[src/shared/seq_pkg.sv]
// Constants, register map and states of the power rail sequencer
package seq_pkg;
  // Timebase
  localparam int CLK_PERIOD_NS = 10;
  localparam int TICK_NS = 10000;
  localparam int TICK_CYC = TICK_NS / CLK_PERIOD_NS;
  localparam int TICK_US = TICK_NS / 1000;
  localparam int STEP0_US = 30;
  localparam int STEP1_US = 120;
  localparam int STEP2_US = 250;
  localparam int STEP3_US = 500;
  localparam int SHUTDOWN_US = 500;
  localparam int OFF_HOLD_US = 2000;
  localparam logic [5:0] STEP0_TICKS = 6'(STEP0_US / TICK_US);
  localparam logic [5:0] STEP1_TICKS = 6'(STEP1_US / TICK_US);
  localparam logic [5:0] STEP2_TICKS = 6'(STEP2_US / TICK_US);
  localparam logic [5:0] STEP3_TICKS = 6'(STEP3_US / TICK_US);
  localparam logic [5:0] SHUTDOWN_TICKS = 6'(SHUTDOWN_US / TICK_US);
  localparam logic [7:0] OFF_HOLD_TICKS = 8'(OFF_HOLD_US / TICK_US);
  // Sequenced outputs: regulators, general output, host reset
  localparam int NUM_REG = 8;
  localparam int NUM_OUT = 10;
  localparam int GO_IDX = 8;
  localparam int RST_IDX = 9;
  // Register offsets
  localparam int ADDR_W = 8;
  localparam logic [7:0] CTRL_OFS = 8'h00;
  localparam logic [7:0] STATUS_OFS = 8'h04;
  localparam logic [7:0] IRQ_MASK_OFS = 8'h08;
  localparam logic [7:0] STBY_KEEP_OFS = 8'h0C;
  localparam logic [7:0] FAULT_OFS = 8'h10;
  localparam logic [7:0] SLOT_BASE = 8'h20;
  localparam logic [7:0] SLOT_END = 8'h48;
  // Field positions
  localparam int CTRL_MODE_BIT = 2;
  localparam int CTRL_OFF_BIT = 3;
  localparam int CTRL_STBY_BIT = 4;
  localparam int FLAG_PWRUP = 0;
  localparam int FLAG_SDWN = 1;
  localparam int FLAG_STBY = 2;
  // Reset values and response codes
  localparam logic [2:0] IRQ_MASK_RST = 3'h0;
  localparam logic [7:0] STBY_KEEP_RST = 8'h00;
  localparam logic [3:0] FLT_LIM_RST = 4'hF;
  localparam logic [3:0] WD_LIM_RST = 4'hF;
  localparam logic MODE_RST = 1'b0;
  localparam logic [1:0] RESP_OKAY = 2'h0;
  localparam logic [1:0] RESP_SLVERR = 2'h2;

  typedef enum logic [2:0] {
    ST_OFF,
    ST_UP,
    ST_RUN,
    ST_STBY_DN,
    ST_STBY,
    ST_STBY_UP,
    ST_DOWN,
    ST_FAILSAFE
  } seq_state_e;
endpackage

[src/logic/power_rail_sequencer.sv]
// Slot based power up and power down sequencer with AXI4-Lite registers
//
// The register addresses and register access over AXI4-Lite were decided locally.
`timescale 1ns/10ps
// How it works
// - two-bit selector picks 30/120/250/500 us step
// - step selector rewritable while on, applies to current step
// - slot code zero keeps regulator or general output off
// - code n starts output at slot n-1
// - unslotted host reset released after last slot
// - all codes zero: enter run, only host reset released
// - power-up-done flag after last slot ends
// - standby to run sequences only re-enabled regulators
// - power-up-done flag at every standby exit
// - on-pin low or held-low fall starts power down
// - software off starts 500 us timer, flag
// - clearing pending flag cancels; expiry powers down
// - expired fault timer is hard-fault turn-off
// - repeat fault count equal limit: hard-fault off
// - watchdog fail count at limit: hard-fault off
// - hard fault passes through fail-safe after down
// - order bit: 0 sequential, 1 grouped down
// - run to standby sequences only if regulators off
// - standby-entry flag at end of standby entry
// - zero codes off at once, rest reversed
// - general output dropped at its slot position
// - off mode reloads period and codes from fuses
// - level mode: pin high in off powers up
module power_rail_sequencer (
  // Clock and reset
  input wire logic aclk,
  input wire logic aresetn,
  // AXI4-Lite slave
  input wire logic [seq_pkg::ADDR_W-1:0] awaddr,
  input wire logic awvalid,
  output logic awready,
  input wire logic [31:0] wdata,
  input wire logic [3:0] wstrb,
  input wire logic wvalid,
  output logic wready,
  output logic [1:0] bresp,
  output logic bvalid,
  input wire logic bready,
  input wire logic [seq_pkg::ADDR_W-1:0] araddr,
  input wire logic arvalid,
  output logic arready,
  output logic [31:0] rdata,
  output logic [1:0] rresp,
  output logic rvalid,
  input wire logic rready,
  // Fused defaults
  input wire logic [1:0] fused_step_period_default,
  input wire logic [seq_pkg::NUM_OUT*8-1:0] fused_slot_codes,
  input wire logic on_pin_edge_mode,
  // Event inputs
  input wire logic power_on_request_pin,
  input wire logic reg_fault_pin,
  input wire logic fault_timer_expired,
  input wire logic watchdog_fail_event,
  // Outputs
  output logic [seq_pkg::NUM_REG-1:0] reg_enable,
  output logic power_good_pin,
  output logic host_reset_out_n,
  output logic irq_out_n,
  output logic fail_safe
);
  import seq_pkg::*;

  seq_state_e state_q;
  logic [1:0] pin_meta_q, pin_sync_q, pin_prev_q;
  logic [9:0] tick_cnt_q;
  logic tick, bound, act, first_q, hard_q, fail_safe_q, ev_up_q, ev_stby_q;
  logic [5:0] step_ticks, step_cnt_q, sd_cnt_q;
  logic [8:0] slot_q;
  logic [NUM_OUT-1:0] mask_q, out_on_q, hit, zero, stby_mask;
  logic [7:0] code [NUM_OUT];
  logic [7:0] last_mask, hold_cnt_q, keep_q, waddr_q;
  logic [1:0] tsel_q;
  logic mode_q, stby_req_q, sw_off_q, armed_q, hold_evt;
  logic [2:0] flags_q, imask_q;
  logic [3:0] flt_cnt_q, wd_cnt_q, flt_lim_q, wd_lim_q;
  logic on_state, busy, hard_evt, off_evt, pin_on, sd_expire, slave, sw_set, pend_clr;
  logic aw_got_q, w_got_q, bvalid_q, rvalid_q, wr_en, wr_lo;
  logic [31:0] wdata_q, rdata_q, rd_val;
  logic [3:0] wstrb_q;
  logic [1:0] bresp_q, rresp_q;

  function automatic logic addr_ok(input logic [7:0] a);
    return a == CTRL_OFS || a == STATUS_OFS || a == IRQ_MASK_OFS || a == STBY_KEEP_OFS || a == FAULT_OFS ||
      (a >= SLOT_BASE && a < SLOT_END && a[1:0] == 2'h0);
  endfunction

  // Pin synchronisers; prev stage feeds edge detection
  always_ff @(posedge aclk) begin
    if (!aresetn) begin
      pin_meta_q <= 2'h0;
      pin_sync_q <= 2'h0;
      pin_prev_q <= 2'h0;
    end else begin
      pin_meta_q <= {reg_fault_pin, power_on_request_pin};
      pin_sync_q <= pin_meta_q;
      pin_prev_q <= pin_sync_q;
    end
  end

  assign tick = (tick_cnt_q == 10'(TICK_CYC - 1));
  always_ff @(posedge aclk) begin
    if (!aresetn || tick) begin
      tick_cnt_q <= 10'h000;
    end else begin
      tick_cnt_q <= tick_cnt_q + 10'h001;
    end
  end

  always_comb begin
    case (tsel_q)
      2'h0: step_ticks = STEP0_TICKS;
      2'h1: step_ticks = STEP1_TICKS;
      2'h2: step_ticks = STEP2_TICKS;
      default: step_ticks = STEP3_TICKS;
    endcase
  end

  // a shortened period ends the current step early
  assign bound = tick && (step_cnt_q >= step_ticks - 6'h01);
  assign act = first_q || bound;
  always_ff @(posedge aclk) begin
    if (!aresetn || first_q || bound) begin
      step_cnt_q <= 6'h00;
    end else if (tick) begin
      step_cnt_q <= step_cnt_q + 6'h01;
    end
  end

  // Slot code storage and slot match per output
  for (genvar i = 0; i < NUM_OUT; i++) begin : g_out
    logic [7:0] c_q;
    always_ff @(posedge aclk) begin
      if (!aresetn) begin
        c_q <= 8'h00;
      end else if (state_q == ST_OFF) begin
        c_q <= fused_slot_codes[i*8 +: 8];
      end else if (wr_lo && !busy && waddr_q == SLOT_BASE + 8'(4 * i)) begin
        c_q <= wdata_q[7:0];
      end
    end
    assign code[i] = c_q;
    assign zero[i] = (c_q == 8'h00);
    // zero never matches; code n at slot n-1
    assign hit[i] = !zero[i] && !slot_q[8] && (c_q - 8'h01 == slot_q[7:0]);
  end

  always_comb begin
    last_mask = 8'h00;
    for (int k = 0; k < NUM_OUT; k++) begin
      if (mask_q[k] && !zero[k] && (code[k] - 8'h01) > last_mask) begin
        last_mask = code[k] - 8'h01;
      end
    end
  end

  // edge mode needs a fall held low
  assign hold_evt = armed_q && tick && (hold_cnt_q == OFF_HOLD_TICKS);
  always_ff @(posedge aclk) begin
    if (!aresetn || pin_sync_q[0]) begin
      armed_q <= 1'b0;
      hold_cnt_q <= 8'h00;
    end else if (pin_prev_q[0]) begin
      armed_q <= 1'b1;
      hold_cnt_q <= 8'h00;
    end else if (armed_q && tick) begin
      armed_q <= !hold_evt;
      hold_cnt_q <= hold_cnt_q + 8'h01;
    end
  end

  // count fault reappearances; count watchdog fails
  always_ff @(posedge aclk) begin
    if (!aresetn || state_q == ST_OFF) begin
      flt_cnt_q <= 4'h0;
      wd_cnt_q <= 4'h0;
    end else begin
      if (pin_sync_q[1] && !pin_prev_q[1] && flt_cnt_q != 4'hF) begin
        flt_cnt_q <= flt_cnt_q + 4'h1;
      end
      if (watchdog_fail_event && wd_cnt_q != 4'hF) begin
        wd_cnt_q <= wd_cnt_q + 4'h1;
      end
    end
  end

  // software off request and shutdown timer
  assign sw_set = wr_lo && waddr_q == CTRL_OFS && wdata_q[CTRL_OFF_BIT] && on_state && !sw_off_q;
  assign pend_clr = wr_lo && waddr_q == STATUS_OFS && wdata_q[FLAG_SDWN];
  assign sd_expire = sw_off_q && (sd_cnt_q == SHUTDOWN_TICKS);
  always_ff @(posedge aclk) begin
    if (!aresetn || !on_state) begin
      sw_off_q <= 1'b0;
      sd_cnt_q <= 6'h00;
    end else if (sw_set) begin
      sw_off_q <= 1'b1;
      sd_cnt_q <= 6'h00;
    // clearing the pending flag cancels and self-clears
    end else if (sw_off_q && pend_clr) begin
      sw_off_q <= 1'b0;
      sd_cnt_q <= 6'h00;
    end else if (sw_off_q && tick && !sd_expire) begin
      sd_cnt_q <= sd_cnt_q + 6'h01;
    end
  end

  assign on_state = state_q inside {ST_UP, ST_RUN, ST_STBY_DN, ST_STBY, ST_STBY_UP};
  assign busy = state_q inside {ST_UP, ST_STBY_DN, ST_STBY_UP, ST_DOWN};
  assign hard_evt = fault_timer_expired || (flt_lim_q != 4'h0 && flt_cnt_q == flt_lim_q) ||
    (wd_lim_q != 4'h0 && wd_cnt_q == wd_lim_q);
  assign off_evt = sd_expire || (on_pin_edge_mode ? hold_evt : !pin_sync_q[0]);
  // level mode powers up on a high pin
  assign pin_on = on_pin_edge_mode ? hold_evt : pin_sync_q[0];
  // fused codes, stored copy still stale in off
  assign slave = (fused_slot_codes == '0);
  assign stby_mask = {2'b00, ~keep_q};

  // Power state sequencer
  always_ff @(posedge aclk) begin
    if (!aresetn) begin
      state_q <= ST_OFF;
      slot_q <= 9'h000;
      mask_q <= '0;
      out_on_q <= '0;
      first_q <= 1'b0;
      hard_q <= 1'b0;
      fail_safe_q <= 1'b0;
      ev_up_q <= 1'b0;
      ev_stby_q <= 1'b0;
    end else begin
      first_q <= 1'b0;
      fail_safe_q <= 1'b0;
      ev_up_q <= 1'b0;
      ev_stby_q <= 1'b0;
      if (on_state && (hard_evt || off_evt)) begin
        state_q <= ST_DOWN;
        hard_q <= hard_evt;
        mask_q <= '1;
        first_q <= 1'b1;
      end else begin
        case (state_q)
          ST_OFF: begin
            if (pin_on) begin
              mask_q <= '1;
              slot_q <= 9'h000;
              // slave mode goes straight to run
              if (slave) begin
                state_q <= ST_RUN;
                out_on_q[RST_IDX] <= 1'b1;
                ev_up_q <= 1'b1;
              end else begin
                state_q <= ST_UP;
                first_q <= 1'b1;
              end
            end
          end
          ST_UP, ST_STBY_UP: begin
            // finish one step after the last slot
            if (bound && slot_q > {1'b0, last_mask}) begin
              state_q <= ST_RUN;
              ev_up_q <= 1'b1;
              if (zero[RST_IDX]) begin
                out_on_q[RST_IDX] <= 1'b1;
              end
            // enables change on slot boundaries only
            end else if (act) begin
              out_on_q <= out_on_q | (hit & mask_q);
              slot_q <= slot_q + 9'h001;
            end
          end
          ST_RUN: begin
            if (stby_req_q) begin
              mask_q <= stby_mask;
              // sequence only when a regulator turns off
              if (|(out_on_q & stby_mask)) begin
                state_q <= ST_STBY_DN;
                first_q <= 1'b1;
              end else begin
                state_q <= ST_STBY;
                ev_stby_q <= 1'b1;
              end
            end
          end
          ST_STBY: begin
            if (!stby_req_q) begin
              mask_q <= stby_mask;
              slot_q <= 9'h000;
              // sequence only when a regulator turns on
              if (|(stby_mask & ~zero & ~out_on_q)) begin
                state_q <= ST_STBY_UP;
                first_q <= 1'b1;
              end else begin
                state_q <= ST_RUN;
                ev_up_q <= 1'b1;
              end
            end
          end
          ST_DOWN, ST_STBY_DN: begin
            if (first_q) begin
              if (mode_q) begin
                out_on_q <= out_on_q & ~mask_q;
                slot_q <= 9'h1FF;
              end else begin
                out_on_q <= out_on_q & ~(mask_q & zero);
                slot_q <= {1'b0, last_mask};
              end
            end else if (bound) begin
              if (slot_q[8]) begin
                state_q <= (state_q == ST_STBY_DN) ? ST_STBY : (hard_q ? ST_FAILSAFE : ST_OFF);
                ev_stby_q <= (state_q == ST_STBY_DN);
              // reverse slot order, general output included except in standby entry
              end else begin
                out_on_q <= out_on_q & ~(hit & mask_q);
                slot_q <= slot_q - 9'h001;
              end
            end
          end
          ST_FAILSAFE: begin
            fail_safe_q <= 1'b1;
            hard_q <= 1'b0;
            state_q <= ST_OFF;
          end
          default: state_q <= ST_OFF;
        endcase
      end
    end
  end

  // Status flags, set wins over write-one-to-clear
  always_ff @(posedge aclk) begin
    if (!aresetn) begin
      flags_q <= 3'h0;
    end else begin
      flags_q <= (flags_q & ~(wr_lo && waddr_q == STATUS_OFS ? wdata_q[2:0] : 3'h0)) | {ev_stby_q, sw_set, ev_up_q};
    end
  end

  // Control registers
  always_ff @(posedge aclk) begin
    if (!aresetn) begin
      tsel_q <= 2'h0;
      mode_q <= MODE_RST;
      stby_req_q <= 1'b0;
      imask_q <= IRQ_MASK_RST;
      keep_q <= STBY_KEEP_RST;
      flt_lim_q <= FLT_LIM_RST;
      wd_lim_q <= WD_LIM_RST;
    end else begin
      if (state_q == ST_OFF) begin
        tsel_q <= fused_step_period_default;
        stby_req_q <= 1'b0;
      end else if (wr_lo && waddr_q == CTRL_OFS) begin
        tsel_q <= wdata_q[1:0];
        stby_req_q <= wdata_q[CTRL_STBY_BIT];
      end
      if (wr_lo && waddr_q == CTRL_OFS) begin
        mode_q <= wdata_q[CTRL_MODE_BIT];
      end
      if (wr_lo && waddr_q == IRQ_MASK_OFS) begin
        imask_q <= wdata_q[2:0];
      end
      if (wr_lo && waddr_q == STBY_KEEP_OFS) begin
        keep_q <= wdata_q[7:0];
      end
      if (wr_lo && waddr_q == FAULT_OFS) begin
        flt_lim_q <= wdata_q[3:0];
        wd_lim_q <= wdata_q[7:4];
      end
    end
  end

  // AXI4-Lite write channel
  assign awready = !aw_got_q && !bvalid_q;
  assign wready = !w_got_q && !bvalid_q;
  assign wr_en = aw_got_q && w_got_q && !bvalid_q;
  assign wr_lo = wr_en && wstrb_q[0];
  always_ff @(posedge aclk) begin
    if (!aresetn) begin
      aw_got_q <= 1'b0;
      w_got_q <= 1'b0;
      bvalid_q <= 1'b0;
      bresp_q <= RESP_OKAY;
      waddr_q <= 8'h00;
      wdata_q <= 32'h0000_0000;
      wstrb_q <= 4'h0;
    end else begin
      if (awvalid && awready) begin
        aw_got_q <= 1'b1;
        waddr_q <= awaddr;
      end
      if (wvalid && wready) begin
        w_got_q <= 1'b1;
        wdata_q <= wdata;
        wstrb_q <= wstrb;
      end
      if (wr_en) begin
        aw_got_q <= 1'b0;
        w_got_q <= 1'b0;
        bvalid_q <= 1'b1;
        bresp_q <= addr_ok(waddr_q) ? RESP_OKAY : RESP_SLVERR;
      end else if (bvalid_q && bready) begin
        bvalid_q <= 1'b0;
      end
    end
  end

  // AXI4-Lite read channel
  always_comb begin
    case (araddr)
      CTRL_OFS: rd_val = 32'({stby_req_q, sw_off_q, mode_q, tsel_q});
      STATUS_OFS: rd_val = 32'({hard_q, 1'b0, 3'(state_q), 1'b0, flags_q});
      IRQ_MASK_OFS: rd_val = 32'(imask_q);
      STBY_KEEP_OFS: rd_val = 32'(keep_q);
      FAULT_OFS: rd_val = 32'({wd_cnt_q, flt_cnt_q, wd_lim_q, flt_lim_q});
      default: rd_val = addr_ok(araddr) ? 32'(code[4'((araddr - SLOT_BASE) >> 2)]) : 32'h0000_0000;
    endcase
  end

  assign arready = !rvalid_q;
  always_ff @(posedge aclk) begin
    if (!aresetn) begin
      rvalid_q <= 1'b0;
      rdata_q <= 32'h0000_0000;
      rresp_q <= RESP_OKAY;
    end else if (arvalid && arready) begin
      rvalid_q <= 1'b1;
      rdata_q <= rd_val;
      rresp_q <= addr_ok(araddr) ? RESP_OKAY : RESP_SLVERR;
    end else if (rvalid_q && rready) begin
      rvalid_q <= 1'b0;
    end
  end

  assign bvalid = bvalid_q;
  assign bresp = bresp_q;
  assign rvalid = rvalid_q;
  assign rdata = rdata_q;
  assign rresp = rresp_q;
  assign reg_enable = out_on_q[NUM_REG-1:0];
  assign power_good_pin = out_on_q[GO_IDX];
  assign host_reset_out_n = out_on_q[RST_IDX];
  assign irq_out_n = ~|(flags_q & ~imask_q);
  assign fail_safe = fail_safe_q;
endmodule

[config.mk]
export PLATFORM = sky130hd
export DESIGN_NAME = power_rail_sequencer
export DESIGN_NICKNAME = d
export VERILOG_FILES = /design/src/shared/seq_pkg.sv /design/src/logic/power_rail_sequencer.sv
export SDC_FILE = /design/constraint.sdc
export NUM_CORES = 1
export LEC_CHECK = 0
export BUFFER_PORTS_ARGS = -buffer_cell sky130_fd_sc_hd__buf_2
export CAP_MARGIN = 30
export CORE_MARGIN = 2
export CORE_UTILIZATION = 55
export DETAILED_ROUTE_END_ITERATION = 8
export PLACE_DENSITY_LB_ADDON = 0.15
export RECOVER_POWER = 50
export SETUP_SLACK_MARGIN = 0.1
export SLEW_MARGIN = 20
export SYNTH_ARGS = -nofsm -noshare
export SYNTH_HDL_FRONTEND = slang
export SYNTH_SLANG_ARGS = --single-unit
[constraint.sdc]
create_clock -name aclk -period 23.8 [get_ports aclk]
set_input_delay 2.38 -clock aclk [delete_from_list [all_inputs] [get_ports aclk]]
set_output_delay 2.38 -clock aclk [all_outputs]
set_load 0.02 [all_outputs]
; ---- Yosys cells after proc, flatten, opt, wreduce, memory -nomap -nowiden
; Cells that the tools add are included.
[word_totals]
ff_bits = 246
input_bits = 146
[classes]
order_cmp = 17
n_bitwise = 23
n_eq_ne = 65
n_reduce_logical = 191
addsub = 20
n_mux = 114
[op_table]
columns = op, count
row1 = two-way mux 8 bit, 33
row2 = logical NOT 8 bit, 12
row3 = two-way mux 10 bit, 9
row4 = logical AND 1 bit, 88
row5 = two-way mux 9 bit, 9
row6 = == test 8 bit, 10
row7 = logical NOT 80 bit, 1
row8 = case mux 16 bit (5 select lines), 1
row9 = subtractor 8 x 1 -> 8 bit (second input constant), 10
row10 = > comparator 8 bit, 9
row11 = == test 8 x 6 -> 1 bit (second input constant), 8
row12 = bitwise AND 10 bit, 6
row13 = inverter 10 bit, 5
row14 = two-way mux 3 bit, 13
row15 = case mux 9 bit (4 select lines), 1
row16 = two-way mux 1 bit, 34
row17 = nonzero test 2 bit, 17
row18 = binary-select mux 8 bit (select 4 bit), 1
row19 = == test 8 x 4 -> 1 bit (second input constant), 4
row20 = case mux 10 bit (3 select lines), 1
row21 = logical NOT 1 bit, 24
row22 = != test 3 bit (second input constant), 8
row23 = logical OR 1 bit, 21
row24 = AND reduction 7 bit, 3
row25 = 55 further kinds, 102

; ---- Longest topological paths before layout
[logic_depth]
ltp_word = 37
depth_mapped = 112
mapped_depth_nobuf = 106

; ---- Least setup slack after synthesis
; No wires, ideal clock.
[synth_timing]
kind = reg-to-reg
start = reg g_out[0].c_q[0]
end = reg slot_q[3]
setup_slack_ps = 2852
arrival_ps = 20878
path_buffers = 5
synth_period_minus_slack_ps = 20948
path_stages_with_launch = 103
path_cell_list = dfxtp_1 > inv_1 > ha_1 > nor3b_1 > nand2_1 > xnor2_1 > nor2_1 > a311o_1 > ha_1 > nor2b_1 > o211ai_1 > a21oi_1 > o21ai_0 > clkbuf_1 > mux2_2 > ha_1 > a21oi_1 > a21oi_1 > (+67 left out) > a2111oi_1 > a21oi_1 > ha_1 > nor2b_1 > o21a_1 > o21a_1 > o21a_1 > o21a_1 > o21a_1 > o21a_1 > o22a_1 > o2111a_1 > nor3_1 > clkbuf_1 > nand2_1 > o31ai_1 > o21ai_0 > a21oi_1
[synth_via]
elab_chain_cells = 36
elab_cells_between_ends = 41
[synth_lines]
columns = element, line
row1 = from (decl), power_rail_sequencer.sv:137  ; logic [7:0] c_q;
row2 = from (signal assigned), power_rail_sequencer.sv:142  ; c_q <= fused_slot_codes[i*8 +: 8];
row3 = from (signal assigned), power_rail_sequencer.sv:144  ; c_q <= wdata_q[7:0];
row4 = "parallel branches: the longest is 4 deep, another holds subtractor 8 x 1 -> 8 bit", --
row5 = two-way mux 8 bit (*), power_rail_sequencer.sv:156  ; if (mask_q[k] && !zero[k] && (code[k] - 8'h01) > last_mask) begin
row6 = > comparator 8 bit, power_rail_sequencer.sv:156
row7 = logical AND 1 bit, power_rail_sequencer.sv:156
row8 = two-way mux 8 bit (*), power_rail_sequencer.sv:156
row9 = > comparator 8 bit, power_rail_sequencer.sv:156
row10 = logical AND 1 bit, power_rail_sequencer.sv:156
row11 = two-way mux 8 bit (*), power_rail_sequencer.sv:156
row12 = (+17 left out), --
row13 = two-way mux 8 bit (*), power_rail_sequencer.sv:156
row14 = > comparator 8 bit, power_rail_sequencer.sv:156
row15 = logical AND 1 bit, power_rail_sequencer.sv:156
row16 = two-way mux 8 bit (*), power_rail_sequencer.sv:156
row17 = > comparator 9 x 8 -> 1 bit, power_rail_sequencer.sv:264  ; if (bound && slot_q > {1'b0, last_mask}) begin
row18 = logical AND 1 bit, power_rail_sequencer.sv:264
row19 = != test 2 bit (no source line), --
row20 = AND reduction 8 bit (no source line), --
row21 = to (signal assigned), power_rail_sequencer.sv:273  ; slot_q <= slot_q + 9'h001;
row22 = to (signal assigned), power_rail_sequencer.sv:310  ; slot_q <= {1'b0, last_mask};
row23 = to (signal assigned), power_rail_sequencer.sv:319  ; slot_q <= slot_q - 9'h001;
row24 = to (decl), power_rail_sequencer.sv:74  ; logic [8:0] slot_q;
; Mark *: on every way between the ends.
; A chain may end at the register's enable or synchronous reset.

; ---- Worst setup path in the final report
[layout_timing]
start = reg g_out[0].c_q[1]
end = reg slot_q[6]
; Same word-level chain as after synthesis.

==> results by group <==
Outcome
  • Run status: finished, violations left
  • Failing checks: max-capacitance violations, max-slew violations

Place
  • Pre-CTS setup slack: 342 ps
  • DPL Wire Length: 45.0 mm
  • Final GP Congestion: 1.00
  • Placed insts: 2656
  • PortBufs: 153

Final layout
  • Share of layout cells above drive strength 1: 13.0%
  • Antenna diodes: 0
  • Fillers: 2850
  • Commonest non-fill, non-tap cells in the layout: 239 x nor2_1, 227 x dfxtp_1, 153 x nand2_1
  • Syn-to-layout area delta: 11.0%
  • Nets: 2547
  • Final non-filler cell total: 2710
  • Commonest non-fill, non-tap cell in the layout: nor2_1

Floorplanning
  • Vert. Die Dim: 183 µm
  • Die ar.: 33600 µm²
  • IO Pins: 199
  • Std-Cell Rows: 65
  • Core area: 31600 µm²
  • Die Span X: 183 µm
  • Starting density of the core: 56.0%

Drt
  • First-pass DRT Iterations: 5
  • Vias/cell: 6.30
  • Vias: 17100
  • DR DRC count: 0
  • 1st-iter DRT viols: 1807
  • Routed WL per cell: 21.7 µm
  • Detail Route Antenna Nets: 0
  • Drt total wl: 58.8 mm

Synthesis
  • Largest area contributor in the netlist: dfxtp_1
  • Register bit count reported by yosys: 227
  • Asr flop ratio synth: 0%
  • Sequential cell area fraction in the yosys report: 25.7%
  • YS warnings: 0
  • Synth Instances: 2199
  • Synth area leaders: dfxtp_1 26%, ha_1 7.9%, mux2i_1 7.4%
  • EDFF count, synth: 0
  • Share of the synthesized area in the top cell type: 25.7%
  • Syn Area/Cell: 8.03 µm²
  • Main synth FF type: dfxtp_1
  • Mapped cell area: 17700 µm²
  • Netlist cell types: 90

STA
  • Count of final setup violators: 0
  • Setup Skew: 9.12 ps
  • Final Hold Vio Count: 0
  • Post-route setup slack: 1610 ps
  • Post-route minimum period: 22190 ps
  • Rel. slew slack: -53.6%
  • Final period util: 93.2%
  • Worst Max-Slew Pin Slew: 2300 ps
  • Max Clk Rate: 0.0451 GHz
  • Slew Viols, Final: 50

Critical path
  • CP endpoint: slot_q[6]
  • R2r startpoint: g_out[0].c_q[1]
  • Flop-to-flop setup slack: 1610 ps
  • Critical path data required time: 24200 ps
  • Worst reg2reg path depth: 99
  • Worst Setup End Kind: flip-flop
  • Critical path launch point type: flip-flop
  • R2r endpoint: slot_q[6]
  • Critical Path Source: g_out[0].c_q[1]
  • CP max FO: 11
  • Worst Path Class, Setup: flip-flop to flip-flop
  • CP peak stage delay: 470 ps
  • CP max stage cell: or3_1
  • WP data arrival: 22590 ps
  • Worst path most repeated cell: ha_1

CTS
  • Root buffer cell: clkbuf_16
  • Clock transition at path regs: 60 ps
  • Max Root-Sink Buffers: 3
  • TritonCTS buffer count: 24
  • Clock sink count: 227
  • Hold buffers post-CTS: 0
  • Clk_lat worst skew: 530 ps
  • Htree depth: 1
  • CTS tree: built

Min path
  • Hold Path Class: flip-flop to flip-flop
  • Worst Hold Launch: pin_sync_q[1]

GRT
  • Vias in the first global route: 15700
  • First-pass GRT wire length: 89.5 mm
  • Global Route Usage Sum: 34.0%
  • Grt total ovfl: 0
  • Largest net degree at the start of global routing: 91
  • Initial antenna violation count: 0

Job
  • Max_cap viols: 2
==> cell type report <==
class,count,area (µm²),share of cell area [%]
clock buffer,29,671,3.42
clock inverter,15,213,1.08
inverter,130,489,2.49
multi-input combinational,1718,12200,62.0
sequential,227,4540,23.2
tap,402,503,2.56
timing repair buffer,189,1030,5.24
==> worst max-delay path, delay by kind of cell (launching register included) <==
family	cells	cell delay, ps
AO/OA/AOI/OAI	50	10190
AND/OR/NAND/NOR	23	4430
adder cells (fa/ha/maj)	11	3220
multiplexers	8	2720
buffers and inverters	6	930
flip-flops	1	380
XOR/XNOR	1	200
==> flip-flops by register name, indices dropped and copies added, names as in the netlist, 6 cells and up <==
name / flops
out_on_q: 10
rdata: 16
mask_q: 9
keep_q: 8
wdata_q: 8
tick_cnt_q: 10
slot_q: 9
g_out.c_q: 80
sd_cnt_q: 6
step_cnt_q: 6
waddr_q: 8
hold_cnt_q: 8
==> cell usage after synthesis (24+ instances only) <==
cell      instances
nor2_1          239
dfxtp_1         227
nand2_1         154
mux2i_1         130
inv_1           129
a21oi_1         114
ha_1            111
clkbuf_1        109
a211oi_1        103
xnor2_1          98
xor2_1           94
nor3_1           70
o21ai_0          67
nor4_1           55
nand3_1          53
mux2_2           38
nand4_1          31
nand2b_1         24
==> metal layers <==
metal  track usage, %  wire, µm  vias to the layer above
met5                0         0                        -
met4             14.0      2600                        0
met3             4.73      4700                      132
met2             53.2     26100                      769
met1             47.1     25400                     8125
li1                 -         -                     8058
==> worst min-delay path by stage <==
| stage | endpoint | slack [ps] | cells after the start |
|---|---|---|---|
| final | pin_prev_q[1] | 430 | 2 |
| after global routing | pin_sync_q[0] | 450 | 1 |
| after CTS | pin_prev_q[1] | 430 | 2 |
| after detailed placement | pin_sync_q[1] | 420 | 1 |
| after global placement | pin_sync_q[1] | 420 | 1 |
| after floorplan | pin_prev_q[1] | 410 | 2 |
==> stage by stage <==
stage               TNS [ps]  util [%]  hold slack, ps  instance area, µm²
CTS                        0      61.9             435               19500
global placement           0      58.8             417               18600
finish                     0      62.2             433               19600
detailed placement         0      59.1             420               18600
floorplan                  0         -             410               17700
global route           -28.9      62.2             451               19600
==> cell families after synthesis <==
family,synth area share [%]
AOI/OAI and AO/OA,17.6
xor gates and xnor gates,9.52
adders and majority gates,7.86
buffers and inverters,6.19
DFF,25.7
muxes,12.3
other,0.0212
and+or+nand+nor,20.8
==> what timing repair did <==
item	in CTS	in global routing
buffers inserted	0	9
setup endpoints to repair	0	23
gates resized for setup	0	13
Power is left out: the tool's default activity adds up to more than one toggle a clock period on the data nets, which glitch-free logic cannot reach.
